$ cat src/rtl/turnoff_drive_map.svh
`ifndef TURNOFF_DRIVE_MAP_SVH
`define TURNOFF_DRIVE_MAP_SVH

// ---------------------------------------------------------------------------
// Register layout
// ---------------------------------------------------------------------------
`define CFG_RESET_VALUE        16'h0030
`define LEVEL_MSB              15
`define LEVEL_LSB              13
`define DURATION_MSB           12
`define DURATION_LSB           10
`define CURRENT_MSB            9
`define CURRENT_LSB            8
`define RESERVED_BIT           7
`define CHECK_DISABLE_BIT      6
`define SOFT_OFF_BIT           5
`define VREF_SELECT_BIT        4
`define PIN_FUNCTION_BIT       3
`define STRENGTH_MSB           2
`define STRENGTH_LSB           0

// ---------------------------------------------------------------------------
// Decode constants
// ---------------------------------------------------------------------------
`define LEVEL_BASE_VOLTS       4'h6
`define CURRENT_STEP_DECIAMPS  4'h3
`define CLOCK_PERIOD_NS        12'h032
`define PLATEAU_NS_0           12'h096
`define PLATEAU_NS_1           12'h12c
`define PLATEAU_NS_2           12'h1c2
`define PLATEAU_NS_3           12'h258
`define PLATEAU_NS_4           12'h3e8
`define PLATEAU_NS_5           12'h5dc
`define PLATEAU_NS_6           12'h7d0
`define PLATEAU_NS_7           12'h9c4
`define SEGMENTS_ALL           6'h3f
`define SEGMENTS_THIRD         6'h03
`define SEGMENTS_SIXTH         6'h01

`endif

$ cat src/rtl/turnoff_drive_pkg.sv
package turnoff_drive_pkg;

    typedef struct packed {
        logic [15:0] cfg;
        logic        fault_flag;
        logic        alarm;
        logic [3:0]  level_volts;
        logic [11:0] duration_ns;
        logic [5:0]  duration_cycles;
        logic [3:0]  current_deciamps;
        logic [5:0]  segments;
    } state_t;

endpackage

$ cat src/rtl/turnoff_drive_config_register.sv
`timescale 1ns/10ps
`include "turnoff_drive_map.svh"
// Overview of operation
// - Plateau level code in bits 15..13 maps to 6 V plus code volts; resets 0.
// - Plateau duration code in bits 12..10 maps 150 ns up to 2500 ns; resets 0.
// - Discharge current code in bits 9..8 maps to 0.3 A steps.
// - Writing the reserved bit 7 sets the check fault flag; bit resets zero.
// - Bit 6 zero keeps the configuration check running; one suppresses it.
// - Bit 5 one enables soft turn-off leaving the mid plateau; resets one.
// - Bit 4 selects reference: zero internal, one external; resets one.
// - Bit 3 zero: pins five and six are short-circuit inputs, pull-up off.
// - Bit 3 one: pins go to converter, short-circuit function disabled.
// - Strength code 0 all segments, 1 one third, others one sixth.
// - Check fault reaches primary alarm unless the fault_report_mask_in input masks it.
module turnoff_drive_config_register
    import turnoff_drive_pkg::*;
(
    input  wire logic        clock_in,
    input  wire logic        rst_in,
    input  wire logic        write_en_in,
    input  wire logic [15:0] write_data_in,
    input  wire logic        check_mismatch_in,
    input  wire logic        fault_clear_in,
    input  wire logic        fault_report_mask_in,
    output logic      [15:0] read_data_out,
    output logic      [2:0]  plateau_level_select_out,
    output logic      [3:0]  plateau_volts_out,
    output logic      [11:0] plateau_duration_ns_out,
    output logic      [5:0]  plateau_duration_cycles_out,
    output logic      [3:0]  plateau_current_deciamps_out,
    output logic             config_check_disable_out,
    output logic             soft_off_from_mid_enable_out,
    output logic             vref_external_out,
    output logic             short_circuit_pins_enable_out,
    output logic             pin_five_pullup_allowed_out,
    output logic             analog_pins_to_converter_out,
    output logic      [5:0]  drive_segments_out,
    output logic             config_check_fault_flag_out,
    output logic             primary_fault_alarm_out
);

    // -----------------------------------------------------------------------
    // Decode helpers
    // -----------------------------------------------------------------------
    function automatic logic [11:0] duration_of(input logic [2:0] code);
        logic [11:0] ns;
        ns = `PLATEAU_NS_0;
        unique case (code)
            3'h0: ns = `PLATEAU_NS_0;
            3'h1: ns = `PLATEAU_NS_1;
            3'h2: ns = `PLATEAU_NS_2;
            3'h3: ns = `PLATEAU_NS_3;
            3'h4: ns = `PLATEAU_NS_4;
            3'h5: ns = `PLATEAU_NS_5;
            3'h6: ns = `PLATEAU_NS_6;
            3'h7: ns = `PLATEAU_NS_7;
        endcase
        return ns;
    endfunction

    state_t state;
    state_t next_state;

    logic [2:0]  next_level_code;
    logic [2:0]  next_duration_code;
    logic [2:0]  next_strength;
    logic [11:0] next_cycles_wide;
    logic        reserved_write;
    logic        mismatch_counts;

    // -----------------------------------------------------------------------
    // Next-state logic
    // -----------------------------------------------------------------------
    always_comb begin
        next_state = state;
        if (write_en_in) begin
            next_state.cfg = write_data_in;
        end
        // A write that puts a one in the reserved position is taken as touching it.
        reserved_write  = write_en_in && write_data_in[`RESERVED_BIT];
        // The mismatch is ignored while the check is off, so live retuning is safe.
        mismatch_counts = check_mismatch_in && !state.cfg[`CHECK_DISABLE_BIT];
        // Set wins over clear so an event in the clearing cycle is not lost.
        if (fault_clear_in) begin
            next_state.fault_flag = 1'b0;
        end
        if (reserved_write || mismatch_counts) begin
            next_state.fault_flag = 1'b1;
        end
        next_state.alarm = next_state.fault_flag && !fault_report_mask_in;

        next_level_code    = next_state.cfg[`LEVEL_MSB:`LEVEL_LSB];
        next_duration_code = next_state.cfg[`DURATION_MSB:`DURATION_LSB];
        next_strength      = next_state.cfg[`STRENGTH_MSB:`STRENGTH_LSB];

        next_state.level_volts = `LEVEL_BASE_VOLTS + {1'b0, next_level_code};
        next_state.duration_ns = duration_of(next_duration_code);
        // Least time, so the cycle count rounds up.
        next_cycles_wide = (next_state.duration_ns + `CLOCK_PERIOD_NS - 12'h001)
                           / `CLOCK_PERIOD_NS;
        next_state.duration_cycles = next_cycles_wide[5:0];
        next_state.current_deciamps = `CURRENT_STEP_DECIAMPS
            * ({2'b00, next_state.cfg[`CURRENT_MSB:`CURRENT_LSB]} + 4'h1);

        if (next_strength == 3'h0) begin
            next_state.segments = `SEGMENTS_ALL;
        end else if (next_strength == 3'h1) begin
            next_state.segments = `SEGMENTS_THIRD;
        end else begin
            next_state.segments = `SEGMENTS_SIXTH;
        end
    end

    // -----------------------------------------------------------------------
    // State register
    // -----------------------------------------------------------------------
    always_ff @(posedge clock_in or posedge rst_in) begin
        if (rst_in) begin
            state.cfg              <= `CFG_RESET_VALUE;
            state.fault_flag       <= 1'b0;
            state.alarm            <= 1'b0;
            state.level_volts      <= `LEVEL_BASE_VOLTS;
            state.duration_ns      <= `PLATEAU_NS_0;
            state.duration_cycles  <= 6'h03;
            state.current_deciamps <= `CURRENT_STEP_DECIAMPS;
            state.segments         <= `SEGMENTS_ALL;
        end else begin
            state <= next_state;
        end
    end

    // -----------------------------------------------------------------------
    // Outputs
    // -----------------------------------------------------------------------
    assign read_data_out                = state.cfg;
    assign plateau_level_select_out     = state.cfg[`LEVEL_MSB:`LEVEL_LSB];
    assign plateau_volts_out            = state.level_volts;
    assign plateau_duration_ns_out      = state.duration_ns;
    assign plateau_duration_cycles_out  = state.duration_cycles;
    assign plateau_current_deciamps_out = state.current_deciamps;
    assign config_check_disable_out     = state.cfg[`CHECK_DISABLE_BIT];
    assign soft_off_from_mid_enable_out = state.cfg[`SOFT_OFF_BIT];
    assign vref_external_out            = state.cfg[`VREF_SELECT_BIT];
    assign short_circuit_pins_enable_out = !state.cfg[`PIN_FUNCTION_BIT];
    assign pin_five_pullup_allowed_out  = state.cfg[`PIN_FUNCTION_BIT];
    assign analog_pins_to_converter_out = state.cfg[`PIN_FUNCTION_BIT];
    assign drive_segments_out           = state.segments;
    assign config_check_fault_flag_out  = state.fault_flag;
    assign primary_fault_alarm_out      = state.alarm;

endmodule

$ cat config.mk
export PLATFORM = sky130hd
export DESIGN_NAME = turnoff_drive_config_register
export DESIGN_NICKNAME = d
export VERILOG_FILES = /design/src/rtl/turnoff_drive_pkg.sv /design/src/rtl/turnoff_drive_config_register.sv
export VERILOG_INCLUDE_DIRS = /design/src /design/src/rtl
export SDC_FILE = /design/constraint.sdc
export NUM_CORES = 1
export LEC_CHECK = 0
export BUFFER_PORTS_ARGS = -buffer_cell sky130_fd_sc_hd__buf_2
export CORE_UTILIZATION = 56
export CTS_CLUSTER_SIZE = 8
export DETAILED_ROUTE_END_ITERATION = 10
export PLACE_DENSITY = 0.86
export REMOVE_ABC_BUFFERS = 1
export SKIP_CTS_REPAIR_TIMING = 1
export SLEW_MARGIN = 10
export SYNTH_ARGS = -nofsm -noshare
export SYNTH_HDL_FRONTEND = slang
export SYNTH_SLANG_ARGS = --single-unit
$ cat constraint.sdc
create_clock -name clock_in -period 10 [get_ports clock_in]
set_input_delay 1 -clock clock_in [delete_from_list [all_inputs] [get_ports clock_in]]
set_output_delay 1 -clock clock_in [all_outputs]
set_load 0.03 [all_outputs]
Yosys cells after proc, flatten, opt, wreduce, memory -nomap -nowiden
Memories as Yosys holds them, arrays and structs flattened.
Index checks and enable logic that the tools add are counted.
{"block": "word_totals", "ff_bits": 50, "mem_bits_ro": 88, "inputBits": 22, "wordCells": 30, "memories": 1}
{"block": "classes", "n_addsub": 4, "multipliers": 1, "div_mod_pow": 1, "n_eq_ne": 1, "mux": 5, "reduce_logical": 8}
{"name": "(name not given)", "words": 8, "word_bits": 11, "rd": 1, "rd_ports_with_merged_regs": 0, "wr": 0, "line": "turnoff_drive_config_register.sv:48", "rtl": "unique case (code)"}
{"cell": "16-bit two-way mux", "count": 1}
{"cell": "12-bit by 6-bit adder with 12-bit output (second input constant)", "count": 1}
{"cell": "12-bit by 6-bit divider with 12-bit output (second input constant)", "count": 1}
{"cell": "12-bit by 1-bit subtractor with 12-bit output (second input constant)", "count": 1}
{"cell": "6-bit two-way mux", "count": 1}
{"cell": "3-bit by 3-bit adder with 4-bit output (first input constant)", "count": 1}
{"cell": "2-bit by 3-bit multiplier with 4-bit output (first input constant)", "count": 1}
{"cell": "2-bit by 1-bit adder with 3-bit output (second input constant)", "count": 1}
{"cell": "3-bit by 1-bit == test with 1-bit output (second input constant)", "count": 1}
{"cell": "1-bit logical AND", "count": 3}
{"cell": "1-bit logical NOT", "count": 3}
{"cell": "3-bit logical NOT", "count": 1}
{"cell": "1-bit two-way mux", "count": 2}
{"cell": "2-bit two-way mux", "count": 1}
{"cell": "1-bit logical OR", "count": 1}

Logic depth before layout (Yosys ltp)
{"block": "logic_depth", "depth_word": 5, "ltp_mapped": 24}

Worst setup path after synthesis
OpenSTA, ideal clock, no wires.
{"block": "synth_path", "kind": "input port to flip-flop", "start": "input write_en_in", "end": "register state (netlist bit plateau_duration_cycles_out[0])", "setup_time_ps": 75, "arrival_time_ps": 5813, "setup_slack_ps": 4112, "cell_stages": 23, "path_buffers": 4, "cell_sequence": "buf_6 mux2i_4 ha_1 clkbuf_1 nor2_1 or2_2 clkbuf_1 inv_1 ha_1 clkbuf_1 nor4b_1 nor4_1 a311oi_2 inv_1 ha_1 a21oi_1 mux2_1 a21oi_1 o221a_4 nand3_1 a211oi_2 nor4b_2 mux2i_1"}
{"item": "start: declaration", "line": "turnoff_drive_config_register.sv:20", "rtl": "input wire logic write_en_in,"}
{"item": "end signal: assignment", "line": "turnoff_drive_config_register.sv:128", "rtl": "state <= next_state;"}
{"item": "end: declaration", "line": "turnoff_drive_config_register.sv:61", "rtl": "state_t state;"}

==> flow_metrics.tcl <==
set metrics [dict create \
    worst_pin_slew_ns 0.7430 \
    endpoint_kind "flip-flop" \
    clock-sinks 41 \
    area_growth_pct 15.20 \
    reg2reg_setup_slack_ns 3.87 \
    grt_max_degree 42 \
    critPathArrivalTime_ns 7.21 \
    r2r_end "plateau_duration_cycles_out[0]$_DFF_PP1_" \
    finalWorstSetupSlack_ns 3.009 \
    synth_xor_area_frac 0.01983 \
    first_pass_iters 8 \
    io_buffer_count 78 \
    hold_ws_ns 0.4532 \
    holdCritStartpoint "read_data_out[8]$_DFF_PP0_" \
    first_global_vias 2133 \
    yosys_warnings 0 \
    clock_skew_ns 0.005251 \
    coreArea_mm2 0.004444 \
    synth_mux_area_frac 0.09443 \
    n_antenna_cell 0 \
    min_period_ns 6.991 \
    crit_fanout 29 \
    io_pins 81 \
    fin_tns_setup_ns 0 \
    cp_slowest_cell "ha_1" \
    via_per_inst 5.890 \
    clk_pin_slew_ns 0.08 \
    synth_cell_types 63 \
    clk-insertion-delay-late_ns 0.29 \
    synth_area_mm2 0.002650 \
    crit_type "in -> reg" \
    ys_seq_elements 41 \
    grt_antenna_before_repair 0 \
    overflow 0 \
    layout_common_cells "buf_2 (78), dfrtp_1 (28), inv_1 (23)" \
    setup_viol 0 \
    run_status "finished with violations" \
    die_area_mm2 0.005011 \
    final_nets 362 \
    drv_cap 0 \
    synthFlopType "dfrtp_1" \
    synth-edff-count 0 \
    wl_per_cell_um 15.48 \
    slew_violations 0 \
    synthAdderAreaFrac 0.05194 \
    placementRows 24 \
    cts-buffers-inserted 5 \
    fin_crit_sh 0.6991 \
    place_congestion 0.9288 \
    power_leakage_nw 1.469 \
    pre_cts_slack_ns 2.896 \
    critical-path-top-delay-family "simple AND/OR/NAND/NOR gates" \
    final_hold_viol_count 0 \
    drt.antenna.violating_nets 0 \
    cellPowerDensity_mw_per_mm2 212.9 \
    synthesis.instances 271 \
    drc 28 \
    crit_path_start_kind "input port" \
    synth_simple_gate_area_frac 0.1624 \
    die_w_um 70.79 \
    vias 2250 \
    cts_max_path_buffers 2 \
    relSlewSlack 0.4994 \
    cts_tree "done" \
    syn_avg_cell_area_um2 9.779 \
    r2r_cells 20 \
    seq_area_frac_synth 0.3933 \
    crit_buf_inv 5 \
    dpl.hpwl_mm 4.375 \
    worstPathCellList "buf_2 > mux2_2 > inv_2 > ha_1 > inv_1 > nor2_1 > or2_2 > inv_1 > ha_1 > nor2_1 > a311oi_2 > inv_1 > ha_1 > a21oi_1 > mux2_1 > nand2_1 > nand4b_1 > and4_4 > a211oi_2 > nor4b_2 > mux2i_1" \
    rsz0062_at_grt "no" \
    cts-root-buf "clkbuf_8" \
    synth-async-reset-ratio 1.000 \
    whs_endpoint "plateau_current_deciamps_out[0]$_DFF_PP1_" \
    peakVddDrop_mv 0.1026 \
    drive_above_1_share 0.3939 \
    cp.required_ns 10.22 \
    synth_top_family_by_area "compound AO/OA/AOI/OAI gates" \
    hold_depth 1 \
    start_util 0.5963 \
    crit_path_max_incr_delay_ns 0.59 \
    synth_compound_area_frac 0.1719 \
    drt_iter0_drc 170 \
    n_fill_cell 328 \
    grtUsageTotal 0.2501 \
    grt_pass1_wl_mm 9.860 \
    wirelength_mm 5.915 \
    total_power_w 0.0006501 \
    h-tree-depth 2 \
    reg2reg_from "read_data_out[10]$_DFF_PP0_" \
    violations "design-rule violations" \
    layout_commonest_cell "buf_2" \
    die_h_um 70.79 \
    max_freq_mhz 143.0 \
    hold_path.class "reg -> reg" \
]
stage by stage:
step | utilization | area, um2 | cells
floorplan | - | 2470 | 243
global placement | 0.6599 | 2933 | 374
detailed placement | 0.6599 | 2933 | 374
CTS | 0.6869 | 3053 | 382
global route | 0.6869 | 3053 | 382
finish | 0.6869 | 3053 | 382
synthesized netlist by cell type, drive strengths merged (2+ instances only):
cell type / instances / area share
a211o: 2 / 0.0066
a211oi: 2 / 0.0076
a21o: 3 / 0.0085
a21oi: 9 / 0.018
a221o: 2 / 0.0076
a221oi: 2 / 0.011
a311oi: 2 / 0.0090
a31oi: 4 / 0.0094
and2: 4 / 0.0094
buf: 22 / 0.059
clkbuf: 6 / 0.0085
conb: 2 / 0.0028
dfrtp: 28 / 0.26
dfstp: 13 / 0.13
ha: 11 / 0.052
inv: 25 / 0.035
mux2: 12 / 0.051
mux2i: 9 / 0.043
nand2: 21 / 0.030
nand3: 6 / 0.011
nor2: 18 / 0.025
nor2b: 2 / 0.0047
nor3: 12 / 0.023
nor4: 4 / 0.0094
nor4b: 3 / 0.012
nor4bb: 2 / 0.0076
o211ai: 3 / 0.010
o21a: 5 / 0.014
o21ai: 9 / 0.017
o221ai: 2 / 0.0066
o22ai: 5 / 0.014
or2: 2 / 0.0047
or3: 2 / 0.0047
xnor2: 3 / 0.020
logic make-up after synthesis:
| family | after synthesis |
|---|---|
| AO/OA/AOI/OAI | 58 |
| XOR/XNOR | 3 |
| adder cells (fa/ha/maj) | 11 |
| buffers and inverters | 53 |
| flip-flops | 41 |
| multiplexers | 21 |
| other | 2 |
| AND/OR/NAND/NOR | 82 |
worst register-to-register path: stages, from the launching register on:
cell and delay (ns):
dfrtp_1 0.45, mux2_2 0.42, inv_2 0.15, ha_1 0.51
inv_1 0.23, nor2_1 0.08, or2_2 0.36, inv_1 0.13
ha_1 0.59, nor2_1 0.20, a311oi_2 0.54, inv_1 0.10
ha_1 0.37, a21oi_1 0.21, mux2_1 0.38, nand2_1 0.16
nand4b_1 0.25, and4_4 0.27, a211oi_2 0.18, nor4b_2 0.26
mux2i_1 0.23
sequential cells by signal, summed over array words and instances, names as in the netlist:
signal / count
plateau_duration_ns_out: 11
plateau_duration_cycles_out: 4
drive_segments_out: 2
plateau_volts_out: 4
read_data_out: 15
primary_fault_alarm_out: 1
config_check_fault_flag_out: 1
plateau_current_deciamps_out: 3
where the power goes:
part           switching, W  internal, W
logic              0.000200     0.000107
registers        0.00000996     0.000195
clock network     0.0000566    0.0000811
total              0.000267     0.000383
layout make-up:
class	count	area, um2	area share
inverters	25	93.84	0.03074
multi-input cells	177	1334	0.4369
clock inverters	2	37.54	0.01230
well taps	52	65.06	0.02131
clock buffers	6	82.58	0.02705
repair buffers	79	397.9	0.1303
flip-flops and latches	41	1042	0.3414
worst max-delay path by stage:
stage                start                                        to  slack [ns]  depth (start not counted)
2_1_floorplan  write_en_in  plateau_duration_cycles_out[0]$_DFF_PP1_        4.16                         20
3_3_place_gp   write_en_in  plateau_duration_cycles_out[0]$_DFF_PP1_        3.15                         21
3_5_place_dp   write_en_in  plateau_duration_cycles_out[0]$_DFF_PP1_        2.90                         21
4_1_cts        write_en_in  plateau_duration_cycles_out[0]$_DFF_PP1_        3.12                         21
5_1_grt        write_en_in  plateau_duration_cycles_out[0]$_DFF_PP1_        2.45                         22
6_report       write_en_in  plateau_duration_cycles_out[0]$_DFF_PP1_        3.01                         21
per-layer routing:
metal	track usage	vias up	routed length, um
met4	0.09111	0	76
met1	0.3181	1051	2396
met3	0.04274	10	538
met5	0	-	0
met2	0.4306	126	2903
li1	-	1063	-
Power figures use the tool's default switching activity.
